==> config.mk <==
export PLATFORM = sky130hd
export DESIGN_NAME = flash_query_host
export DESIGN_NICKNAME = d
export VERILOG_FILES = /design/src/common/flash_host_pkg.sv /design/src/common/bus_cycle_if.sv /design/src/logic/flash_query_host.sv /design/src/logic/flash_bus_cycle.sv
export SDC_FILE = /design/constraint.sdc
export NUM_CORES = 1
export LEC_CHECK = 0
export ABC_AREA = 1
export CORE_MARGIN = 3
export CORE_UTILIZATION = 63
export CTS_CLUSTER_SIZE = 40
export DETAILED_ROUTE_END_ITERATION = 7
export DONT_BUFFER_PORTS = 1
export PLACE_DENSITY = 0.79
export SLEW_MARGIN = 5
export SYNTH_ARGS = -nofsm -noshare
export SYNTH_HDL_FRONTEND = slang
export SYNTH_HIERARCHICAL = 1
export SYNTH_SLANG_ARGS = --single-unit
==> constraint.sdc <==
create_clock -name clk_sys -period 2.3 [get_ports clk_sys]
set_input_delay 0.345 -clock clk_sys [delete_from_list [all_inputs] [get_ports clk_sys]]
set_output_delay 0.345 -clock clk_sys [all_outputs]
set_load 0.02 [all_outputs]
==> src/common/flash_host_pkg.sv <==
// Shared constants, types and the expected query table for the flash host controller.
// Assumes a 16-bit wide parallel flash with four banks, selected by the top address bits.
package flash_host_pkg;

   // ==========================================================
   // Bus widths and bank decode
   // ==========================================================
   localparam int ADDR_W = 23;
   localparam int DATA_W = 16;
   localparam int BANKS = 4;
   localparam int BANK_LSB = 21;
   localparam int BANK_MSB = 22;
   localparam int CNT_W = 4;

   // ==========================================================
   // Timing, in ns and derived clock cycles
   // ==========================================================
   localparam int CLK_NS = 10;
   localparam int T_WP_NS = 35;
   localparam int T_ACC_NS = 70;
   localparam int T_REC_NS = 20;
   localparam int SYNC_LAT = 2;
   localparam logic [CNT_W-1:0] WP_CYC = CNT_W'((T_WP_NS + CLK_NS - 1) / CLK_NS);
   localparam logic [CNT_W-1:0] RD_CYC = CNT_W'((T_ACC_NS + CLK_NS - 1) / CLK_NS + SYNC_LAT);
   localparam logic [CNT_W-1:0] REC_CYC = CNT_W'((T_REC_NS + CLK_NS - 1) / CLK_NS);

   // ==========================================================
   // Command words and addresses
   // ==========================================================
   localparam logic [DATA_W-1:0] CMD_UNLOCK1 = 16'h00aa;
   localparam logic [DATA_W-1:0] CMD_UNLOCK2 = 16'h0055;
   localparam logic [DATA_W-1:0] CMD_AUTOSEL = 16'h0090;
   localparam logic [DATA_W-1:0] CMD_RESET = 16'h00f0;
   localparam logic [DATA_W-1:0] CMD_QUERY = 16'h0098;
   localparam logic [11:0] UNLOCK1_ADDR = 12'h555;
   localparam logic [11:0] UNLOCK2_ADDR = 12'h2aa;
   localparam logic [11:0] QUERY_ADDR = 12'h055;
   localparam int TO_FLAG_BIT = 5;

   // ==========================================================
   // User operations
   // ==========================================================
   localparam logic [1:0] OP_READ = 2'h0;
   localparam logic [1:0] OP_RESET = 2'h1;
   localparam logic [1:0] OP_AUTOSEL = 2'h2;
   localparam logic [1:0] OP_QUERY = 2'h3;

   // Per-bank mode, one-hot
   typedef enum logic [3:0] {
      MODE_READ = 4'b0001,
      MODE_ESR = 4'b0010,
      MODE_AUTO = 4'b0100,
      MODE_QUERY = 4'b1000
   } mode_t;

   // ==========================================================
   // Expected query table: {known, value}
   // ==========================================================
   function automatic logic [16:0] query_expect(input logic [7:0] a);
      logic [7:0] v;
      logic k;
      v = 8'h00;
      k = 1'b1;
      case (a)
         8'h10: v = 8'h51;
         8'h11: v = 8'h52;
         8'h12: v = 8'h59;
         8'h1b: v = 8'h27;
         8'h1c: v = 8'h36;
         8'h1d, 8'h1e: v = 8'h00;
         8'h1f: v = 8'h04;
         8'h20, 8'h22: v = 8'h00;
         8'h21: v = 8'h09;
         8'h23: v = 8'h05;
         8'h24, 8'h26: v = 8'h00;
         8'h25: v = 8'h04;
         8'h27: v = 8'h18;
         8'h28: v = 8'h01;
         8'h29, 8'h2a, 8'h2b: v = 8'h00;
         8'h2c: v = 8'h03;
         8'h2d, 8'h35: v = 8'h07;
         8'h2f, 8'h37: v = 8'h20;
         8'h2e, 8'h30, 8'h36, 8'h38: v = 8'h00;
         8'h31: v = 8'hfd;
         8'h32, 8'h33: v = 8'h00;
         8'h34: v = 8'h01;
         8'h39, 8'h3a, 8'h3b, 8'h3c: v = 8'h00;
         8'h40: v = 8'h50;
         8'h41: v = 8'h52;
         8'h42: v = 8'h49;
         8'h43: v = 8'h31;
         8'h44: v = 8'h33;
         8'h45: v = 8'h0c;
         8'h46: v = 8'h02;
         8'h50: v = 8'h01;
         8'h47, 8'h48: v = 8'h01;
         8'h49: v = 8'h07;
         8'h4a: v = 8'he7;
         8'h57: v = 8'h04;
         8'h58, 8'h5b: v = 8'h27;
         8'h59, 8'h5a: v = 8'h60;
         8'h4b: v = 8'h00;
         8'h4c: v = 8'h02;
         8'h4d: v = 8'h85;
         8'h4e: v = 8'h95;
         8'h4f: v = 8'h01;
         default: k = 1'b0;
      endcase
      // Upper data lines are expected at zero
      return {k, 8'h00, v};
   endfunction

endpackage

==> src/common/bus_cycle_if.sv <==
// Carrier between the command sequencer and the pin-level bus cycle engine.
// Assumes both ends run on the same clock; req is a one-cycle pulse, done likewise.
`timescale 1ns/1ps
`default_nettype none
interface bus_cycle_if;
   logic req; // Start one bus cycle
   logic wr; // High for write, low for read
   logic [22:0] addr; // Word address
   logic [15:0] wdata; // Write data
   logic done; // Cycle finished pulse
   logic [15:0] rdata; // Read data, valid with done
   modport master (output req, output wr, output addr, output wdata, input done, input rdata);
   modport engine (input req, input wr, input addr, input wdata, output done, output rdata);
endinterface
`default_nettype wire

==> src/logic/flash_query_host.sv <==
// Host controller for a banked parallel flash: issues reset, autoselect and query
// sequences, reads words, tracks each bank's mode and checks query data.
// Assumes bank_busy and bank_suspended come from logic on the same clock.
`timescale 1ns/1ps
`default_nettype none
module flash_query_host (
   input wire logic clk_sys,
   input wire logic resetn,
   input wire logic cmd_valid,
   input wire logic [1:0] cmd_op,
   input wire logic [22:0] cmd_addr,
   output logic cmd_ready,
   output logic rsp_valid,
   output logic rsp_refused,
   output logic [15:0] rsp_data,
   input wire logic [3:0] bank_busy,
   input wire logic [3:0] bank_suspended,
   output logic [15:0] bank_mode,
   output logic [3:0] reset_needed,
   output logic query_mismatch,
   output logic ce_n,
   output logic we_n,
   output logic oe_n,
   output logic [22:0] addr,
   output logic [15:0] dq_out,
   output logic dq_oe,
   input wire logic [15:0] dq_in
);

   // ==========================================================
   // Declarations
   // ==========================================================
   typedef enum logic [2:0] {
      S_IDLE = 3'b001,
      S_ISSUE = 3'b010,
      S_WAIT = 3'b100
   } seq_state_t;

   bus_cycle_if bc (); // Link to the pin engine
   seq_state_t state_q; // Sequencer state
   logic [1:0] op_q; // Operation in flight
   logic [22:0] caddr_q; // Address of the operation
   logic [1:0] step_q; // Bus cycle index within the sequence
   logic [1:0] bank_w; // Bank of the operation in flight
   logic [1:0] nbank_w; // Bank of the incoming command
   logic refuse_w; // Incoming command is not allowed now
   flash_host_pkg::mode_t mode_q [flash_host_pkg::BANKS]; // Host view of each bank
   logic [16:0] expect_w; // Expected query word for the current address

   // ==========================================================
   // Helpers
   // ==========================================================
   // Last bus cycle index of each operation
   function automatic logic [1:0] last_step(input logic [1:0] op);
      return (op == flash_host_pkg::OP_AUTOSEL) ? 2'h2 : 2'h0;
   endfunction

   // Address and data of one write cycle; a read uses the command address
   function automatic logic [38:0] seq_word(input logic [1:0] op, input logic [1:0] step,
                                            input logic [22:0] a);
      logic [22:0] base;
      base = {a[flash_host_pkg::BANK_MSB:flash_host_pkg::BANK_LSB], 21'h0};
      case (op)
         // Two unlocks, then the bank address with the command
         flash_host_pkg::OP_AUTOSEL: begin
            case (step)
               2'h0: return {base | 23'(flash_host_pkg::UNLOCK1_ADDR), flash_host_pkg::CMD_UNLOCK1};
               2'h1: return {base | 23'(flash_host_pkg::UNLOCK2_ADDR), flash_host_pkg::CMD_UNLOCK2};
               default: return {base | 23'(flash_host_pkg::UNLOCK1_ADDR), flash_host_pkg::CMD_AUTOSEL};
            endcase
         end
         flash_host_pkg::OP_QUERY: return {base | 23'(flash_host_pkg::QUERY_ADDR), flash_host_pkg::CMD_QUERY};
         // Address does not matter to the device for reset
         flash_host_pkg::OP_RESET: return {a, flash_host_pkg::CMD_RESET};
         default: return {a, 16'h0000};
      endcase
   endfunction

   // Mode a bank falls back to on reset
   function automatic flash_host_pkg::mode_t idle_mode(input logic susp);
      return susp ? flash_host_pkg::MODE_ESR : flash_host_pkg::MODE_READ;
   endfunction

   assign bank_w = caddr_q[flash_host_pkg::BANK_MSB:flash_host_pkg::BANK_LSB];
   assign nbank_w = cmd_addr[flash_host_pkg::BANK_MSB:flash_host_pkg::BANK_LSB];
   assign expect_w = flash_host_pkg::query_expect(caddr_q[7:0]);

   // ==========================================================
   // Admission check
   // ==========================================================
   // Autoselect only from a read mode and never while any bank works; query also
   // from autoselect but not on a busy bank. Reset and read are always sent.
   always_comb begin
      refuse_w = 1'b0;
      case (cmd_op)
         flash_host_pkg::OP_AUTOSEL: begin
            refuse_w = (|bank_busy) || !(mode_q[nbank_w] == flash_host_pkg::MODE_READ ||
                                         mode_q[nbank_w] == flash_host_pkg::MODE_ESR);
         end
         flash_host_pkg::OP_QUERY: begin
            refuse_w = bank_busy[nbank_w] || (mode_q[nbank_w] == flash_host_pkg::MODE_QUERY);
         end
         default: refuse_w = 1'b0;
      endcase
   end

   // ==========================================================
   // Sequencer
   // ==========================================================
   always_ff @(posedge clk_sys or negedge resetn) begin
      if (!resetn) begin
         state_q <= S_IDLE;
         op_q <= flash_host_pkg::OP_READ;
         caddr_q <= '0;
         step_q <= 2'h0;
         cmd_ready <= 1'b0;
         rsp_valid <= 1'b0;
         rsp_refused <= 1'b0;
         rsp_data <= 16'h0000;
         bc.req <= 1'b0;
         bc.wr <= 1'b0;
         bc.addr <= '0;
         bc.wdata <= 16'h0000;
      end else begin
         rsp_valid <= 1'b0;
         rsp_refused <= 1'b0;
         bc.req <= 1'b0;
         case (state_q)
            S_IDLE: begin
               cmd_ready <= 1'b1;
               if (cmd_valid && cmd_ready) begin
                  cmd_ready <= 1'b0;
                  if (refuse_w) begin
                     // Refused commands answer at once and touch no pin
                     rsp_valid <= 1'b1;
                     rsp_refused <= 1'b1;
                     cmd_ready <= 1'b1;
                  end else begin
                     op_q <= cmd_op;
                     caddr_q <= cmd_addr;
                     step_q <= 2'h0;
                     state_q <= S_ISSUE;
                  end
               end
            end
            S_ISSUE: begin
               // One bus cycle of the sequence, in order
               {bc.addr, bc.wdata} <= seq_word(op_q, step_q, caddr_q);
               bc.wr <= (op_q != flash_host_pkg::OP_READ);
               bc.req <= 1'b1;
               state_q <= S_WAIT;
            end
            S_WAIT: begin
               if (bc.done) begin
                  if (step_q == last_step(op_q)) begin
                     rsp_valid <= 1'b1;
                     rsp_data <= bc.rdata;
                     cmd_ready <= 1'b1;
                     state_q <= S_IDLE;
                  end else begin
                     step_q <= step_q + 2'h1;
                     state_q <= S_ISSUE;
                  end
               end
            end
            default: begin
               state_q <= S_IDLE;
            end
         endcase
      end
   end

   // ==========================================================
   // Per-bank mode tracking
   // ==========================================================
   // Updated when the last bus cycle of a sequence completes; a reset between the
   // cycles is a fresh reset operation and lands here the same way.
   generate
      for (genvar b = 0; b < flash_host_pkg::BANKS; b++) begin : g_bank
         always_ff @(posedge clk_sys or negedge resetn) begin
            if (!resetn) begin
               mode_q[b] <= flash_host_pkg::MODE_READ;
               reset_needed[b] <= 1'b0;
            end else if (state_q == S_WAIT && bc.done && step_q == last_step(op_q)) begin
               case (op_q)
                  flash_host_pkg::OP_RESET: begin
                     // A working bank ignores reset, so its view is kept
                     if (!bank_busy[b]) begin
                        mode_q[b] <= idle_mode(bank_suspended[b]);
                        reset_needed[b] <= 1'b0;
                     end
                  end
                  flash_host_pkg::OP_AUTOSEL: begin
                     if (bank_w == 2'(b)) begin
                        mode_q[b] <= flash_host_pkg::MODE_AUTO;
                        reset_needed[b] <= 1'b1;
                     end
                  end
                  flash_host_pkg::OP_QUERY: begin
                     if (bank_w == 2'(b)) begin
                        mode_q[b] <= flash_host_pkg::MODE_QUERY;
                        reset_needed[b] <= 1'b1;
                     end
                  end
                  default: begin
                     // Status read on a working bank showing a timeout
                     if (bank_w == 2'(b) && bank_busy[b] && bc.rdata[flash_host_pkg::TO_FLAG_BIT]) begin
                        reset_needed[b] <= 1'b1;
                     end
                  end
               endcase
            end
         end
         always_ff @(posedge clk_sys or negedge resetn) begin
            if (!resetn) begin
               bank_mode[4*b +: 4] <= flash_host_pkg::MODE_READ;
            end else begin
               bank_mode[4*b +: 4] <= mode_q[b];
            end
         end
      end
   endgenerate

   // ==========================================================
   // Query data check
   // ==========================================================
   // Sticky until the next query command completes; a read in erase-suspend-read is array or status data and is not checked.
   always_ff @(posedge clk_sys or negedge resetn) begin
      if (!resetn) begin
         query_mismatch <= 1'b0;
      end else if (state_q == S_WAIT && bc.done && op_q == flash_host_pkg::OP_READ &&
                   mode_q[bank_w] == flash_host_pkg::MODE_QUERY && expect_w[16] &&
                   bc.rdata != expect_w[15:0]) begin
         query_mismatch <= 1'b1;
      end else if (state_q == S_WAIT && bc.done && op_q == flash_host_pkg::OP_QUERY) begin
         query_mismatch <= 1'b0;
      end
   end

   // ==========================================================
   // Pin engine
   // ==========================================================
   flash_bus_cycle u_cycle (
      .clk_sys(clk_sys),
      .resetn(resetn),
      .bc(bc.engine),
      .ce_n(ce_n),
      .we_n(we_n),
      .oe_n(oe_n),
      .addr(addr),
      .dq_out(dq_out),
      .dq_oe(dq_oe),
      .dq_in(dq_in)
   );

endmodule
`default_nettype wire

==> src/logic/flash_bus_cycle.sv <==
// Pin-level engine: runs one asynchronous write or read cycle on the flash pins.
// Assumes the flash data lines arrive asynchronously and are resynchronised here.
`timescale 1ns/1ps
`default_nettype none
module flash_bus_cycle (
   input wire logic clk_sys,
   input wire logic resetn,
   bus_cycle_if.engine bc,
   output logic ce_n,
   output logic we_n,
   output logic oe_n,
   output logic [22:0] addr,
   output logic [15:0] dq_out,
   output logic dq_oe,
   input wire logic [15:0] dq_in
);

   // ==========================================================
   // Declarations
   // ==========================================================
   typedef enum logic [4:0] {
      BC_IDLE = 5'b00001,
      BC_SETUP = 5'b00010,
      BC_STROBE = 5'b00100,
      BC_HOLD = 5'b01000,
      BC_REC = 5'b10000
   } bc_state_t;

   bc_state_t state_q; // Cycle phase
   logic wr_q; // Latched direction
   logic [flash_host_pkg::CNT_W-1:0] cnt_q; // Phase counter
   logic [15:0] sync1_q; // First synchroniser stage
   logic [15:0] sync2_q; // Second synchroniser stage

   // ==========================================================
   // Data line synchroniser
   // ==========================================================
   always_ff @(posedge clk_sys or negedge resetn) begin
      if (!resetn) begin
         sync1_q <= 16'h0000;
         sync2_q <= 16'h0000;
      end else begin
         sync1_q <= dq_in;
         sync2_q <= sync1_q;
      end
   end

   // ==========================================================
   // Cycle sequencer
   // ==========================================================
   // Address is set up with chip select before the strobe falls, so the late falling
   // edge is the strobe and address is stable there; the strobe rises before chip
   // select, so data is taken while still driven.
   always_ff @(posedge clk_sys or negedge resetn) begin
      if (!resetn) begin
         state_q <= BC_IDLE;
         wr_q <= 1'b0;
         cnt_q <= '0;
         ce_n <= 1'b1;
         we_n <= 1'b1;
         oe_n <= 1'b1;
         addr <= '0;
         dq_out <= 16'h0000;
         dq_oe <= 1'b0;
         bc.done <= 1'b0;
         bc.rdata <= 16'h0000;
      end else begin
         bc.done <= 1'b0;
         case (state_q)
            BC_IDLE: begin
               // Take a request only when fully idle
               if (bc.req) begin
                  wr_q <= bc.wr;
                  addr <= bc.addr;
                  dq_out <= bc.wdata;
                  dq_oe <= bc.wr;
                  ce_n <= 1'b0;
                  state_q <= BC_SETUP;
               end
            end
            BC_SETUP: begin
               // Strobe falls last so the device takes the address here
               we_n <= ~wr_q;
               oe_n <= wr_q;
               cnt_q <= wr_q ? flash_host_pkg::WP_CYC : flash_host_pkg::RD_CYC;
               state_q <= BC_STROBE;
            end
            BC_STROBE: begin
               if (cnt_q <= 4'h1) begin
                  // Strobe rises first; data is still driven at that edge
                  we_n <= 1'b1;
                  oe_n <= 1'b1;
                  if (!wr_q) begin
                     bc.rdata <= sync2_q;
                  end
                  state_q <= BC_HOLD;
               end else begin
                  cnt_q <= cnt_q - 4'h1;
               end
            end
            BC_HOLD: begin
               // Chip select and data released one cycle after the strobe
               ce_n <= 1'b1;
               dq_oe <= 1'b0;
               cnt_q <= flash_host_pkg::REC_CYC;
               state_q <= BC_REC;
            end
            BC_REC: begin
               // Recovery gap between cycles
               if (cnt_q <= 4'h1) begin
                  bc.done <= 1'b1;
                  state_q <= BC_IDLE;
               end else begin
                  cnt_q <= cnt_q - 4'h1;
               end
            end
            default: begin
               state_q <= BC_IDLE;
            end
         endcase
      end
   end

endmodule
`default_nettype wire

==> results.sh <==
export IMPL_synth_area_leaders="dfrtp_1, nand2_1, nand3_1, dfstp_2, nor2_1"
export IMPL_yosysSeqAreaShare_pct=57.7
export IMPL_cts_sinks=220
export IMPL_num_antenna_cells=0
export IMPL_synth_top_cell_area_share_pct=54.2
export IMPL_critPathLaunchType="flip-flop"
export IMPL_ys_flop_type="dfrtp_1"
export IMPL_drt_iter0_markers=537
export IMPL_setup_viol=0
export IMPL_arrival_ps=2450
export IMPL_num_io_pins=135
export IMPL_post_route_period_util_pct=89.2
export IMPL_area_growth_pct=14.5
export IMPL_hold_viol=220
export IMPL_gp_congestion=1.02
export IMPL_final_max_slew_viol_count=0
export IMPL_drt_total_wl_um=23400
export IMPL_port_buffers=0
export IMPL_gr_total_overflow=0
export IMPL_vias_per_cell=5.64
export IMPL_slew_headroom_pct=55.1
export IMPL_netlist_area_um2=9570
export IMPL_final_nets=1243
export IMPL_cts_root_buffer_cell="clkbuf_16"
export IMPL_cellPowerDensity_nw_per_um2=1190
export IMPL_first_global_vias=7586
export IMPL_synth_top_cell_by_area="dfrtp_1"
export IMPL_die_area_um2=16700
export IMPL_worst_path_max_fanout=7
export IMPL_crit_path_max_incr_delay_ps=440
export IMPL_failed_checks="negative hold slack"
export IMPL_tritoncts="yes"
export IMPL_remaining_drc_errors=0
export IMPL_status="finished, violations left"
export IMPL_p_int_mw=8.23
export IMPL_antenna_left=0
export IMPL_required_ps=2700
export IMPL_holdCritPathClass="in2async"
export IMPL_worstSetupStartpoint="caddr_q[1]"
export IMPL_worst_path_buf_inv=1
export IMPL_async_flop_share_pct=100
export IMPL_clockBufferDepth=3
export IMPL_drive_gt1_share_pct=9.91
export IMPL_grt_max_degree=221
export IMPL_clk_latency_ps=500
export IMPL_critPathKind="reg2reg"
export IMPL_cts_made_buffers=22
export IMPL_hpwlAfterDp_um=15700
export IMPL_synth_cells=1128
export IMPL_max_cap_violations=0
export IMPL_grtUsageTotal_pct=28.4
export IMPL_path_clk_slew_ps=70
export IMPL_clock_skew_ps=10.1
export IMPL_switching_share_pct=36.8
export IMPL_p_switching_mw=4.80
export IMPL_leakage_nw=5.74
export IMPL_dr_pass1_iters=5
export IMPL_combPwrFrac_pct=27.5
export IMPL_critical_path_top_delay_family="simple AND/OR/NAND/NOR gates"
export IMPL_ir_drop_uv=776
export IMPL_total_power_mw=13.0
export IMPL_yosysWarnings=6
export IMPL_coreArea_um2=14700
export IMPL_cp_end_kind="flip-flop"
export IMPL_syn_avg_cell_area_um2=8.48
export IMPL_die_width_um=129
export IMPL_fin_tns_setup_ps=0
export IMPL_hold_buffers=36
export IMPL_start_util_pct=65.1
export IMPL_std_cell_rows=44
export IMPL_cts_max_level=1
export IMPL_grt_antenna_before_repair=0
export IMPL_synthTopCellsByCount="nand2_1, dfrtp_1, nand3_1"
export IMPL_period_minus_slack_ps=2050
export IMPL_netlist_cell_type_count=45
export IMPL_avgRoutedWirePerCell_um=16.9
export IMPL_p_clk_share_pct=28.2
export IMPL_synth_seq_cells=220
export IMPL_fmaxAchievable_mhz=487
export IMPL_grt_pass1_wl_um=38000
export IMPL_numPlacedInstances=1311
export IMPL_fp_dieH_um=129
export IMPL_synth_most_common_cell="nand2_1"
export IMPL_seqPwrFrac_pct=44.3
export IMPL_cpMaxStageDelayCell="dfrtp_1"
export IMPL_rsz0062_at_grt="no"
export IMPL_vias=7811
export IMPL_layout_cells_non_filler=1385
export IMPL_synth_edf_count=0
export IMPL_hold_worst_slack_ps=-462
export IMPL_tightestPinTransition_ps=672
export IMPL_cp_cell_sequence="nor2_1, nor2_1, inv_1, nor2_1, nor2_1, nand2_1, nor2_1, nand2_1, nand2_1, nand2_1, nor2_1, nand3_1, nand2_1, nand2_1"
export IMPL_r2r_start="caddr_q[1]"
-- logic make-up after synthesis --
| group | Yosys count | synth area share (%) |
|---|---|---|
| adders and majority gates | 4 | 0.523 |
| other | 1 | 0.0392 |
| and+or+nand+nor | 677 | 29.7 |
| buffers and inverters | 121 | 5.60 |
| xor gates and xnor gates | 3 | 0.275 |
| DFF | 220 | 57.7 |
| AOI/OAI and AO/OA | 102 | 6.11 |
-- registers in the layout (all words and copies together) (netlist names), 2 cells and up --
signal and count:
u_cycle/addr 23, bank_mode 16, u_cycle/sync2_q 16, op_q 2, u_cycle/cnt_q 4, rsp_data 16
bc.wdata 7, u_cycle/sync1_q 16, state_q 3, caddr_q 23, step_q 2, u_cycle/dq_out 16
reset_needed 4, mode_q 16, u_cycle/bc.rdata 16, u_cycle/state_q 5, bc.addr 23
-- what timing repair did --
item / in CTS / in global routing
resized for setup: 0 / 2
buffers inserted: 0 / 0
endpoints found under the hold margin: 259 / 220
endpoints found under the setup margin: 0 / 1
-- power groups by stage --
stage | clock, mW | combinational, mW | sequential, mW
floorplan | 0 | 2.55 | 5.63
global placement | 0 | 3.37 | 5.80
detailed placement | 0 | 3.41 | 5.81
CTS | 3.71 | 3.50 | 5.77
global route | 3.88 | 4.05 | 5.89
finish | 3.67 | 3.58 | 5.77
-- path summary, 6_finish.rpt --
check                                 endpoint  slack, ps  depth (start not counted)
setup / recovery                query_mismatch        250                         14
hold / removal                     bc.addr[21]       -460                          0
setup reg to reg                query_mismatch        250                         14
hold reg to reg            u_cycle/sync2_q[13]        340                          0
max in group asynchronous         bank_mode[0]       2360                          0
min in group clk_sys                caddr_q[6]         10                          2
-- worst reg2reg max path: cells and delay by family (launching register included) --
| kind | cells | cell delay (ps) |
|---|---|---|
| buffers and inverters | 1 | 70 |
| flip-flops | 1 | 440 |
| AND/OR/NAND/NOR | 13 | 1440 |
-- placed cells by master (no fill, tap or decap), types with 6 or more instances in the layout --
| cell | instances |
|---|---|
| dlygate4sd3_1 | 36 |
| buf_4 | 29 |
| o21ai_1 | 7 |
| inv_2 | 9 |
| inv_1 | 74 |
| nand2_1 | 451 |
| clkbuf_16 | 23 |
| nand4_1 | 12 |
| conb_1 | 8 |
| dfrtp_1 | 207 |
| nand3_1 | 90 |
| clkbuf_8 | 6 |
| nor2_1 | 83 |
| dfstp_2 | 13 |
| nor2_2 | 7 |
| nor3_1 | 6 |
| nand2_2 | 6 |
| a21oi_1 | 22 |
| o21ai_0 | 45 |
| o211ai_1 | 6 |
| nand3_2 | 11 |
-- cell type report --
type,instances,area [um2]
clock buffers,31,666
clock inverters,7,85.1
inverters,84,315
flip-flops and latches,220,5520
repair buffers,65,578
fillers,1047,3740
well taps,184,230
multi-input cells,794,3560
-- per-layer routing --
metal | vias up | global-route usage (%) | routed length (um)
met5 | - | 0 | 0
met4 | 0 | 9.14 | 665
met3 | 59 | 6.22 | 2030
met2 | 333 | 44.5 | 10700
met1 | 3712 | 40.0 | 10000
li1 | 3707 | - | -
-- per-stage QoR --
| step | worst slack, ps | hold WS, ps | utilization (%) | cell area (um2) |
|---|---|---|---|---|
| finish | 248 | -462 | 74.5 | 11000 |
| global route | 99.4 | -477 | 74.5 | 11000 |
| CTS | 10.8 | -466 | 74.5 | 10900 |
| detailed placement | 20.9 | 54.2 | 66.9 | 9840 |
| global placement | -17.4 | 55.9 | 66.9 | 9840 |
| floorplan | 642 | 49.4 | - | 9590 |
Note: power is estimated with default switching activity, not from simulation.
